===== src/core/smr_pkg.sv =====
package smr_pkg;
  localparam int CLK_HZ = 25_000_000;
  localparam int CLK_NS = 40;
  localparam int SLOW_HZ = 125_000;
  localparam int SETTLE_NS_DEF = 100_000;
  localparam int FILT_SAMPLES = 4;
  localparam logic [5:0] RST_TICKS = 6'h20;
  localparam logic [9:0] IDX_PM0 = 10'h004;
  localparam logic [9:0] IDX_PM1 = 10'h005;
  localparam logic [9:0] IDX_CM1 = 10'h007;
  localparam logic [9:0] IDX_DETECT_LEVEL_STATUS = 10'h031;
  localparam logic [9:0] IDX_DETECT_CIRCUIT_CONTROL = 10'h032;
  localparam logic [9:0] IDX_SUPPLY_MONITOR_ONE_CONTROL = 10'h036;
  localparam logic [9:0] IDX_SUPPLY_MONITOR_TWO_CONTROL = 10'h037;
  localparam int B_SOFT = 3;
  localparam int B_WDT_SEL = 2;
  localparam int B_OSC_STOP = 4;
  localparam int B_LEVEL2 = 3;
  localparam int B_DET1 = 6;
  localparam int B_DET2 = 7;
  localparam int B_EN = 0;
  localparam int B_FDIS = 1;
  localparam int B_FLAG = 2;
  localparam int B_WDTF = 3;
  localparam int B_DIV_LO = 4;
  localparam int B_DIV_HI = 5;
  localparam int B_MODE = 6;
  localparam int B_COND = 7;
  localparam logic [7:0] SUPPLY_MONITOR_ONE_CONTROL_HW = 8'h00;
  localparam logic [7:0] SUPPLY_MONITOR_ONE_CONTROL_POR = 8'h41;
  localparam logic [7:0] SUPPLY_MONITOR_ONE_CONTROL_WMASK = 8'hF7;
  localparam logic [7:0] SUPPLY_MONITOR_TWO_CONTROL_RST = 8'h00;
  localparam logic [7:0] SUPPLY_MONITOR_TWO_CONTROL_FLAGS = 8'h0C;
  typedef enum logic [2:0] {
    ST_IDLE = 3'b001,
    ST_HOLD = 3'b010,
    ST_RESTART = 3'b100
  } smr_state_t;
endpackage : smr_pkg


===== src/core/smr_filter.sv =====
module smr_filter #(
  parameter int SAMPLES = smr_pkg::FILT_SAMPLES
)(
  input wire logic clk,
  input wire logic rst_n,
  input wire logic tick,
  input wire logic [1:0] div_sel,
  input wire logic bypass,
  input wire logic raw,
  output logic level
);
  logic [2:0] div_cnt_reg;
  logic [SAMPLES-1:0] hist_reg;
  logic level_reg;
  logic sample_en;

  function automatic logic [2:0] div_mask(input logic [1:0] sel);
    case (sel)
      2'b00: div_mask = 3'h0;
      2'b01: div_mask = 3'h1;
      2'b10: div_mask = 3'h3;
      default: div_mask = 3'h7;
    endcase
  endfunction : div_mask

  // Prescaler runs free so a divider change needs no resync
  assign sample_en = tick && ((div_cnt_reg & div_mask(div_sel)) == 3'h0);

  always_ff @(posedge clk) begin
    if (!rst_n) begin
      div_cnt_reg <= 3'h0;
    end else if (tick) begin
      div_cnt_reg <= div_cnt_reg + 3'h1;
    end
  end

  always_ff @(posedge clk) begin
    if (!rst_n) begin
      hist_reg <= '0;
    end else if (sample_en) begin
      hist_reg <= {hist_reg[SAMPLES-2:0], raw};
    end
  end

  always_ff @(posedge clk) begin
    if (!rst_n) begin
      level_reg <= 1'b0;
    end else if (bypass) begin
      level_reg <= raw;
    end else if (&hist_reg) begin
      level_reg <= 1'b1;
    end else if (~|hist_reg) begin
      level_reg <= 1'b0;
    end
  end

  assign level = level_reg;
endmodule : smr_filter


===== src/core/smr_top.sv =====
module smr_top #(
  parameter int SETTLE_NS = smr_pkg::SETTLE_NS_DEF,
  parameter int SLOW_DIV = smr_pkg::CLK_HZ / smr_pkg::SLOW_HZ
)(
  input wire logic CLK,
  input wire logic RESET_N,
  input wire logic PSEL,
  input wire logic PENABLE,
  input wire logic PWRITE,
  input wire logic [11:0] PADDR,
  input wire logic [31:0] PWDATA,
  output logic [31:0] PRDATA,
  output logic PREADY,
  output logic PSLVERR,
  input wire logic CMP1_BELOW,
  input wire logic CMP2_BELOW,
  input wire logic POWER_ON_DET,
  input wire logic WDT_UNDERFLOW,
  output logic DET1_ENABLE,
  output logic DET2_ENABLE,
  output logic SLOW_OSC_RUN,
  output logic SYS_RESET,
  output logic SFR_RESET,
  output logic CPU_RESTART,
  output logic CPU_CLK_DIV8,
  output logic MON2_IRQ,
  output logic WDT_IRQ
);
  localparam int SETTLE_CYC =
    (SETTLE_NS + smr_pkg::CLK_NS - 1) / smr_pkg::CLK_NS;

  smr_pkg::smr_state_t state_reg;
  logic [15:0] osc_cnt_reg;
  logic [15:0] settle_cnt_reg;
  logic [5:0] hold_cnt_reg;
  logic [2:0] pin_s1, pin_s2, pin_s3, pin_lvl;
  logic [1:0] filt_lvl;
  logic [7:0] supply_monitor_one_control_reg, supply_monitor_two_control_reg, supply_monitor_two_control_next, rd_byte;
  logic watchdog_action_select_reg, osc_stop_reg, det1_reg, det2_reg;
  logic prev2_reg, hold_m1_reg, hold_por_reg;
  logic sys_rst_reg, sfr_rst_reg, restart_reg, irq2_reg, wdt_irq_reg;
  logic [31:0] prdata_reg;
  logic osc_tick, acc, wr, mapped, settled, level2;
  logic soft_req, wdt_req, m1_req, m2_req, por_req, fire, cold;
  logic rise2, fall2, pass2, cross_evt, m2_evt, hold_done;

  function automatic logic hit(input logic [11:0] a,
                               input logic [9:0] idx);
    hit = (a == {idx, 2'b00});
  endfunction : hit

  // Slow oscillator as an enable; frozen by its stop bit
  assign osc_tick = !osc_stop_reg &&
                    (osc_cnt_reg == 16'(SLOW_DIV - 1));

  always_ff @(posedge CLK) begin
    if (!RESET_N || osc_tick) begin
      osc_cnt_reg <= 16'h0000;
    end else if (!osc_stop_reg) begin
      osc_cnt_reg <= osc_cnt_reg + 16'h0001;
    end
  end

  // Analog pins: three stages, accept once stages two and three agree
  always_ff @(posedge CLK) begin
    if (!RESET_N) begin
      pin_s1 <= 3'h0;
      pin_s2 <= 3'h0;
      pin_s3 <= 3'h0;
      pin_lvl <= 3'h0;
    end else begin
      pin_s1 <= {POWER_ON_DET, CMP2_BELOW, CMP1_BELOW};
      pin_s2 <= pin_s1;
      pin_s3 <= pin_s2;
      pin_lvl <= (pin_s2 & ~(pin_s2 ^ pin_s3)) |
                 (pin_lvl & (pin_s2 ^ pin_s3));
    end
  end

  for (genvar i = 0; i < 2; i++) begin : g_chan
    logic [7:0] ctl;
    assign ctl = (i == 0) ? supply_monitor_one_control_reg : supply_monitor_two_control_reg;
    smr_filter u_filt (
      .clk(CLK),
      .rst_n(RESET_N),
      .tick(osc_tick),
      .div_sel(ctl[smr_pkg::B_DIV_HI:smr_pkg::B_DIV_LO]),
      .bypass(ctl[smr_pkg::B_FDIS]),
      .raw(pin_lvl[i]),
      .level(filt_lvl[i])
    );
  end

  // Detector 2 settle timer; restarts whenever the circuit is off
  always_ff @(posedge CLK) begin
    if (!RESET_N || !det2_reg) begin
      settle_cnt_reg <= 16'h0000;
    end else if (!settled) begin
      settle_cnt_reg <= settle_cnt_reg + 16'h0001;
    end
  end
  assign settled = (settle_cnt_reg == 16'(SETTLE_CYC));
  assign level2 = det2_reg && settled && !filt_lvl[1];

  // Channel 2 crossings
  always_ff @(posedge CLK) begin
    if (!RESET_N) begin
      prev2_reg <= 1'b0;
    end else begin
      prev2_reg <= filt_lvl[1];
    end
  end
  assign rise2 = prev2_reg && !filt_lvl[1];
  assign fall2 = !prev2_reg && filt_lvl[1];
  assign pass2 = !supply_monitor_two_control_reg[smr_pkg::B_FDIS] ? (rise2 || fall2) :
                 (supply_monitor_two_control_reg[smr_pkg::B_COND] ? fall2 : rise2);
  assign cross_evt = det2_reg && pass2;
  assign m2_evt = cross_evt && supply_monitor_two_control_reg[smr_pkg::B_EN];

  // Reset sources; only one reset sequence runs at a time
  assign acc = PSEL && PENABLE;
  assign wr = acc && PWRITE && (state_reg == smr_pkg::ST_IDLE);
  assign soft_req = wr && hit(PADDR, smr_pkg::IDX_PM0) &&
                    PWDATA[smr_pkg::B_SOFT];
  assign wdt_req = WDT_UNDERFLOW && watchdog_action_select_reg;
  assign m1_req = det1_reg && supply_monitor_one_control_reg[smr_pkg::B_EN] && filt_lvl[0];
  assign m2_req = m2_evt && supply_monitor_two_control_reg[smr_pkg::B_MODE];
  assign por_req = pin_lvl[2];
  assign fire = (state_reg == smr_pkg::ST_IDLE) &&
                (soft_req || wdt_req || m1_req || m2_req || por_req);
  assign cold = fire && (por_req || m1_req);
  assign hold_done = (hold_cnt_reg == smr_pkg::RST_TICKS);

  always_ff @(posedge CLK) begin
    if (!RESET_N) begin
      state_reg <= smr_pkg::ST_IDLE;
    end else begin
      case (state_reg)
        smr_pkg::ST_IDLE: begin
          if (fire) begin
            state_reg <= smr_pkg::ST_HOLD;
          end
        end
        smr_pkg::ST_HOLD: begin
          if (hold_done) begin
            state_reg <= smr_pkg::ST_RESTART;
          end
        end
        smr_pkg::ST_RESTART: state_reg <= smr_pkg::ST_IDLE;
        default: state_reg <= smr_pkg::ST_IDLE;
      endcase
    end
  end

  // Monitor-1 and power-on causes hold the count at zero until the supply recovers
  always_ff @(posedge CLK) begin
    if (!RESET_N || fire) begin
      hold_cnt_reg <= 6'h00;
    end else if (state_reg == smr_pkg::ST_HOLD) begin
      if ((hold_m1_reg && filt_lvl[0]) || (hold_por_reg && por_req)) begin
        hold_cnt_reg <= 6'h00;
      end else if (osc_tick && !hold_done) begin
        hold_cnt_reg <= hold_cnt_reg + 6'h01;
      end
    end
  end

  always_ff @(posedge CLK) begin
    if (!RESET_N) begin
      hold_m1_reg <= 1'b0;
      hold_por_reg <= 1'b0;
    end else if (fire) begin
      hold_m1_reg <= m1_req;
      hold_por_reg <= por_req;
    end
  end

  always_ff @(posedge CLK) begin
    if (!RESET_N) begin
      sys_rst_reg <= 1'b0;
      restart_reg <= 1'b0;
      sfr_rst_reg <= 1'b0;
    end else begin
      sfr_rst_reg <= fire;
      restart_reg <= (state_reg == smr_pkg::ST_HOLD) && hold_done;
      if (fire) begin
        sys_rst_reg <= 1'b1;
      end else if (hold_done) begin
        sys_rst_reg <= 1'b0;
      end
    end
  end

  always_ff @(posedge CLK) begin
    if (!RESET_N) begin
      irq2_reg <= 1'b0;
      wdt_irq_reg <= 1'b0;
    end else begin
      irq2_reg <= m2_evt && !supply_monitor_two_control_reg[smr_pkg::B_MODE];
      wdt_irq_reg <= WDT_UNDERFLOW && !watchdog_action_select_reg;
    end
  end

  // Monitor-1 control: cold value after power-on or own reset
  always_ff @(posedge CLK) begin
    if (!RESET_N) begin
      supply_monitor_one_control_reg <= smr_pkg::SUPPLY_MONITOR_ONE_CONTROL_HW;
    end else if (cold) begin
      supply_monitor_one_control_reg <= smr_pkg::SUPPLY_MONITOR_ONE_CONTROL_POR;
    end else if (wr && hit(PADDR, smr_pkg::IDX_SUPPLY_MONITOR_ONE_CONTROL)) begin
      supply_monitor_one_control_reg <= PWDATA[7:0] & smr_pkg::SUPPLY_MONITOR_ONE_CONTROL_WMASK;
    end
  end

  // Flags: a write of one keeps, zero clears, a new event wins
  always_comb begin
    supply_monitor_two_control_next = supply_monitor_two_control_reg;
    if (cold) begin
      supply_monitor_two_control_next = smr_pkg::SUPPLY_MONITOR_TWO_CONTROL_RST;
    end else if (fire) begin
      supply_monitor_two_control_next = supply_monitor_two_control_reg & smr_pkg::SUPPLY_MONITOR_TWO_CONTROL_FLAGS;
    end else if (wr && hit(PADDR, smr_pkg::IDX_SUPPLY_MONITOR_TWO_CONTROL)) begin
      supply_monitor_two_control_next = (PWDATA[7:0] & ~smr_pkg::SUPPLY_MONITOR_TWO_CONTROL_FLAGS) |
                  (supply_monitor_two_control_reg & PWDATA[7:0] & smr_pkg::SUPPLY_MONITOR_TWO_CONTROL_FLAGS);
    end
    if (cross_evt) begin
      supply_monitor_two_control_next[smr_pkg::B_FLAG] = 1'b1;
    end
    if (WDT_UNDERFLOW) begin
      supply_monitor_two_control_next[smr_pkg::B_WDTF] = 1'b1;
    end
  end

  always_ff @(posedge CLK) begin
    if (!RESET_N) begin
      supply_monitor_two_control_reg <= smr_pkg::SUPPLY_MONITOR_TWO_CONTROL_RST;
    end else begin
      supply_monitor_two_control_reg <= supply_monitor_two_control_next;
    end
  end

  // Detector enables follow monitor-1 retention
  always_ff @(posedge CLK) begin
    if (!RESET_N) begin
      det1_reg <= 1'b0;
      det2_reg <= 1'b0;
    end else if (cold) begin
      det1_reg <= 1'b1;
      det2_reg <= 1'b0;
    end else if (wr && hit(PADDR, smr_pkg::IDX_DETECT_CIRCUIT_CONTROL)) begin
      det1_reg <= PWDATA[smr_pkg::B_DET1];
      det2_reg <= PWDATA[smr_pkg::B_DET2];
    end
  end

  // Ordinary registers clear on every reset; the divide-by-8 CPU
  // clock default is pulsed out with the restart
  always_ff @(posedge CLK) begin
    if (!RESET_N || fire) begin
      watchdog_action_select_reg <= 1'b0;
      osc_stop_reg <= 1'b0;
    end else if (wr && hit(PADDR, smr_pkg::IDX_PM1)) begin
      watchdog_action_select_reg <= PWDATA[smr_pkg::B_WDT_SEL];
    end else if (wr && hit(PADDR, smr_pkg::IDX_CM1)) begin
      osc_stop_reg <= PWDATA[smr_pkg::B_OSC_STOP];
    end
  end

  // APB read side; soft reset bit is never stored
  always_comb begin
    rd_byte = 8'h00;
    mapped = 1'b1;
    if (hit(PADDR, smr_pkg::IDX_PM0)) begin
      rd_byte = 8'h00;
    end else if (hit(PADDR, smr_pkg::IDX_PM1)) begin
      rd_byte[smr_pkg::B_WDT_SEL] = watchdog_action_select_reg;
    end else if (hit(PADDR, smr_pkg::IDX_CM1)) begin
      rd_byte[smr_pkg::B_OSC_STOP] = osc_stop_reg;
    end else if (hit(PADDR, smr_pkg::IDX_DETECT_LEVEL_STATUS)) begin
      rd_byte[smr_pkg::B_LEVEL2] = level2;
    end else if (hit(PADDR, smr_pkg::IDX_DETECT_CIRCUIT_CONTROL)) begin
      rd_byte[smr_pkg::B_DET1] = det1_reg;
      rd_byte[smr_pkg::B_DET2] = det2_reg;
    end else if (hit(PADDR, smr_pkg::IDX_SUPPLY_MONITOR_ONE_CONTROL)) begin
      rd_byte = supply_monitor_one_control_reg;
    end else if (hit(PADDR, smr_pkg::IDX_SUPPLY_MONITOR_TWO_CONTROL)) begin
      rd_byte = supply_monitor_two_control_reg;
    end else begin
      mapped = 1'b0;
    end
  end

  always_ff @(posedge CLK) begin
    if (!RESET_N) begin
      prdata_reg <= 32'h0000_0000;
    end else if (PSEL && !PENABLE && !PWRITE) begin
      prdata_reg <= {24'h00_0000, rd_byte};
    end
  end

  assign PRDATA = prdata_reg;
  assign PREADY = 1'b1;
  assign PSLVERR = acc && !mapped;
  assign DET1_ENABLE = det1_reg;
  assign DET2_ENABLE = det2_reg;
  assign SLOW_OSC_RUN = !osc_stop_reg;
  assign SYS_RESET = sys_rst_reg;
  assign SFR_RESET = sfr_rst_reg;
  assign CPU_RESTART = restart_reg;
  assign CPU_CLK_DIV8 = restart_reg;
  assign MON2_IRQ = irq2_reg;
  assign WDT_IRQ = wdt_irq_reg;

  property p_soft;
    @(posedge CLK) disable iff (!RESET_N) soft_req |=> SYS_RESET;
  endproperty
  a_soft: assert property (p_soft) else $error("soft reset missed");

  property p_wdt;
    @(posedge CLK) disable iff (!RESET_N)
      (WDT_UNDERFLOW && watchdog_action_select_reg && state_reg == smr_pkg::ST_IDLE)
        |=> SYS_RESET && !WDT_IRQ;
  endproperty
  a_wdt: assert property (p_wdt) else $error("wdt reset missed");

  property p_restart;
    @(posedge CLK) disable iff (!RESET_N)
      $fell(SYS_RESET) |-> CPU_RESTART && CPU_CLK_DIV8;
  endproperty
  a_restart: assert property (p_restart) else $error("no restart");

  property p_supply_monitor_one_control_keep;
    @(posedge CLK) disable iff (!RESET_N)
      (fire && !cold) |=> supply_monitor_one_control_reg == $past(supply_monitor_one_control_reg);
  endproperty
  a_supply_monitor_one_control_keep: assert property (p_supply_monitor_one_control_keep) else $error("supply_monitor_one_control lost");

  property p_m1_gate;
    @(posedge CLK) disable iff (!RESET_N) !det1_reg |-> !m1_req;
  endproperty
  a_m1_gate: assert property (p_m1_gate) else $error("m1 ungated");

  property p_m1_hold;
    @(posedge CLK) disable iff (!RESET_N)
      (hold_m1_reg && SYS_RESET && filt_lvl[0]) |=> SYS_RESET;
  endproperty
  a_m1_hold: assert property (p_m1_hold) else $error("m1 released");

  property p_m2_irq;
    @(posedge CLK) disable iff (!RESET_N)
      (m2_evt && !supply_monitor_two_control_reg[smr_pkg::B_MODE]) |=> MON2_IRQ && !SYS_RESET;
  endproperty
  a_m2_irq: assert property (p_m2_irq) else $error("m2 irq wrong");

  property p_flag_set;
    @(posedge CLK) disable iff (!RESET_N)
      cross_evt |=> supply_monitor_two_control_reg[smr_pkg::B_FLAG];
  endproperty
  a_flag_set: assert property (p_flag_set) else $error("flag not set");

  property p_flag_keep;
    @(posedge CLK) disable iff (!RESET_N)
      // A new event in the firing cycle may still set its flag
      (fire && !cold) |=> supply_monitor_two_control_reg[3:2] == ($past(supply_monitor_two_control_reg[3:2]) |
        {$past(WDT_UNDERFLOW), $past(cross_evt)}) &&
        supply_monitor_two_control_reg[7:4] == 4'h0;
  endproperty
  a_flag_keep: assert property (p_flag_keep) else $error("flags lost");

  property p_level;
    @(posedge CLK) disable iff (!RESET_N) !settled |-> !level2;
  endproperty
  a_level: assert property (p_level) else $error("level early");

  property p_pm0_read;
    @(posedge CLK) disable iff (!RESET_N)
      (PSEL && !PENABLE && !PWRITE && hit(PADDR, smr_pkg::IDX_PM0))
        |=> PRDATA == 32'h0000_0000;
  endproperty
  a_pm0_read: assert property (p_pm0_read) else $error("pm0 nonzero");
endmodule : smr_top


===== config.mk =====
export PLATFORM = sky130hd
export DESIGN_NAME = smr_top
export DESIGN_NICKNAME = d
export VERILOG_FILES = /design/src/core/smr_pkg.sv /design/src/core/smr_filter.sv /design/src/core/smr_top.sv
export SDC_FILE = /design/constraint.sdc
export NUM_CORES = 1
export LEC_CHECK = 0
export BUFFER_PORTS_ARGS = -buffer_cell sky130_fd_sc_hd__buf_2
export CORE_AREA = 2 2 108 110
export DETAILED_ROUTE_END_ITERATION = 10
export DIE_AREA = 0 0 110 112
export GPL_ROUTABILITY_DRIVEN = 0
export PLACE_DENSITY = 0.66
export SLEW_MARGIN = 5
export SYNTH_ARGS = -nofsm -noshare
export SYNTH_HDL_FRONTEND = slang
export SYNTH_HIERARCHICAL = 1
export SYNTH_SLANG_ARGS = --single-unit

===== constraint.sdc =====
create_clock -name CLK -period 2.87 [get_ports CLK]
set_clock_uncertainty 0.2 [all_clocks]
set_input_delay 0.4305 -clock CLK [delete_from_list [all_inputs] [get_ports CLK]]
set_output_delay 0.4305 -clock CLK [all_outputs]
set_load 0.03 [all_outputs]

==> flow_metrics.env <==
export IMPL_multi_input_area_sq_um=2580
export IMPL_tns_ps=0
export IMPL_post_route_min_period_ps=2770
export IMPL_clock_sinks=104
export IMPL_port_buffers=46
export IMPL_route_detailed_drc=0
export IMPL_final_cell_mix="dfxtp_1, nand2_1, nor2_1, buf_2, nand3_1"
export IMPL_first_global_vias=3591
export IMPL_synthCells=549
export IMPL_cp_endpoint="PSLVERR"
export IMPL_grt_max_degree=34
export IMPL_path_max_fanout=6
export IMPL_ioPinCount=96
export IMPL_cts_buffers=9
export IMPL_hold_viol_final=0
export IMPL_clk_pin_slew_ps=70
export IMPL_clk_latency_ps=350
export IMPL_synth_top_area_frac=0.424
export IMPL_power_density_nw_per_um2=517
export IMPL_syn_avg_cell_area_sq_um=8.95
export IMPL_drv_cap=0
export IMPL_chipWidth_um=110
export IMPL_p_leak_nw=2.16
export IMPL_dominantRegCellSynth="dfxtp_1"
export IMPL_avgRoutedWirePerCell_um=13.9
export IMPL_slew_headroom=0.633
export IMPL_dieHeight_um=112
export IMPL_ys_warn_count=6
export IMPL_drive_gt1_frac=0.161
export IMPL_max_slew_worst_pin_slew_ps=549
export IMPL_start_kind="input port"
export IMPL_startpoint="PADDR[8]"
export IMPL_syn_area_sq_um=4910
export IMPL_vdd_drop_max_mv=0.401
export IMPL_grt_pass1_wl_um=17000
export IMPL_final_common_cell="dfxtp_1"
export IMPL_synth_area_leader_cell="dfxtp_1"
export IMPL_hold_slack_ps=86.4
export IMPL_coreArea_sq_um=11200
export IMPL_highest_layer="met4"
export IMPL_r2r_worst_path_cells=6
export IMPL_hold_start="CMP1_BELOW"
export IMPL_async_reset_ff_frac=0
export IMPL_synth_edf_count=0
export IMPL_hpwl_um=7630
export IMPL_via_per_inst=5.20
export IMPL_critPathKind="input port to output pin"
export IMPL_fillers=1071
export IMPL_synth_cell_types=63
export IMPL_reg2reg_to="osc_cnt_reg[8]$_SDFFE_PP0N_"
export IMPL_wirelength_um=10300
export IMPL_rows=39
export IMPL_cts_repair_resized=0
export IMPL_die_area_sq_um=12300
export IMPL_grt_usage=0.177
export IMPL_cts_max_path_buffers=2
export IMPL_antenna_found_initial=0
export IMPL_critical_path_required_ps=2240
export IMPL_drv_slew=0
export IMPL_postCtsSetupRepairBufs=0
export IMPL_hp_class="input port to register"
export IMPL_synth_seq_area_share=0.424
export IMPL_cts_hold_buf=0
export IMPL_final_period_utilization=0.963
export IMPL_finalSetupViolations=0
export IMPL_cts_tree="built"
export IMPL_wl_met3_um=616
export IMPL_vias=3870
export IMPL_insertedDiodeCount=0
export IMPL_met2_length_um=4670
export IMPL_final_util=0.492
export IMPL_crit_path_end_kind="output pin"
export IMPL_r2r_slack_ps=450
export IMPL_rsz0062_at_grt="false"
export IMPL_start_util=0.440
export IMPL_outcome="finished, final reports clean"
export IMPL_r2r_start="osc_cnt_reg[10]$_SDFFE_PP0N_"
export IMPL_synthToLayoutAreaGrowth_pct=11.9
export IMPL_dr_first_iter_drc_count=297
export IMPL_drt_pass1_iterations=4
export IMPL_max_freq_mhz=362
export IMPL_met1_length_um=4900
export IMPL_gr_total_overflow=0
export IMPL_htreeDepth=3
export IMPL_cp_data_arrival_time_ps=2130
export IMPL_ant_nets=0
export IMPL_synthTopCellsByArea="dfxtp_1, nand2_1, buf_4"
export IMPL_root_buffer="clkbuf_16"
export IMPL_fin_nets=659
export IMPL_synth_seq_cells=104
export IMPL_seq_area_sq_um=2080
synth_stat cells (all sizes together), types with 13 or more instances:
cell	instances
buf	32
nor2	50
o21ai	21
inv	14
nand3	34
a21oi	30
and3	14
xnor2	13
mux2i	19
and2	16
nand2	58
dfxtp	104
xor2	21
report_power, final:
part	leakage, nW	internal (mW)	switching (mW)
Sequential	0.840	1.46	0.00746
Combinational	1.18	0.0391	0.113
Clock	0.144	0.700	0.527
Total	2.16	2.19	0.648
final cells by class:
cell class | instances | share of cell area
sequential | 104 | 0.379
clock buffer | 11 | 0.0441
multi-input combinational | 411 | 0.468
timing repair buffer | 57 | 0.0569
clock inverter | 4 | 0.00978
tap | 143 | 0.0325
inverter | 14 | 0.00956
logic make-up (layout without fill, tap and decap cells):
family | after synthesis | in the layout | synth area share
DFF | 104 | 104 | 0.424
and+or+nand+nor | 243 | 243 | 0.270
AOI/OAI and AO/OA | 81 | 81 | 0.113
adders and majority gates | 9 | 9 | 0.0229
muxes | 19 | 19 | 0.0387
xor gates and xnor gates | 34 | 34 | 0.0606
buffers and inverters | 57 | 86 | 0.0698
other | 2 | 25 | 0.00153
metrics by stage:
stage	cells	power, mW	worst slack, ps	instance area, sq um
2_1_floorplan	572	1.62	221	5000
3_3_place_gp	729	1.64	114	5200
3_5_place_dp	729	1.65	113	5200
4_1_cts	744	2.87	105	5500
5_1_grt	744	2.95	32.3	5500
6_report	744	2.84	105	5500
worst max-delay path, cell delays in order:
cell and delay, ps:
buf_2 90, or4_1 730, or2_1 330, a21oi_1 140
nor4_1 60, and3_1 180, buf_2 170
how the worst min path moves through the flow:
stage          cells past startpoint                    to  slack [ps]
2_1_floorplan                      1  pin_s2[0]$_SDFF_PN0_         210
3_5_place_dp                       1  pin_s2[1]$_SDFF_PN0_         230
4_1_cts                            2  pin_s1[0]$_SDFF_PN0_          80
5_1_grt                            2  pin_s1[1]$_SDFF_PN0_          80
3_3_place_gp                       1  pin_s2[0]$_SDFF_PN0_         210
6_report                           2  pin_s1[0]$_SDFF_PN0_          90
layer usage:
layer | track usage | up-vias
li1 | - | 1961
met1 | 0.241 | 1791
met2 | 0.272 | 104
met3 | 0.0463 | 14
met4 | 0.0557 | 0
met5 | 0 | -
Power figures use the tool's default switching activity.
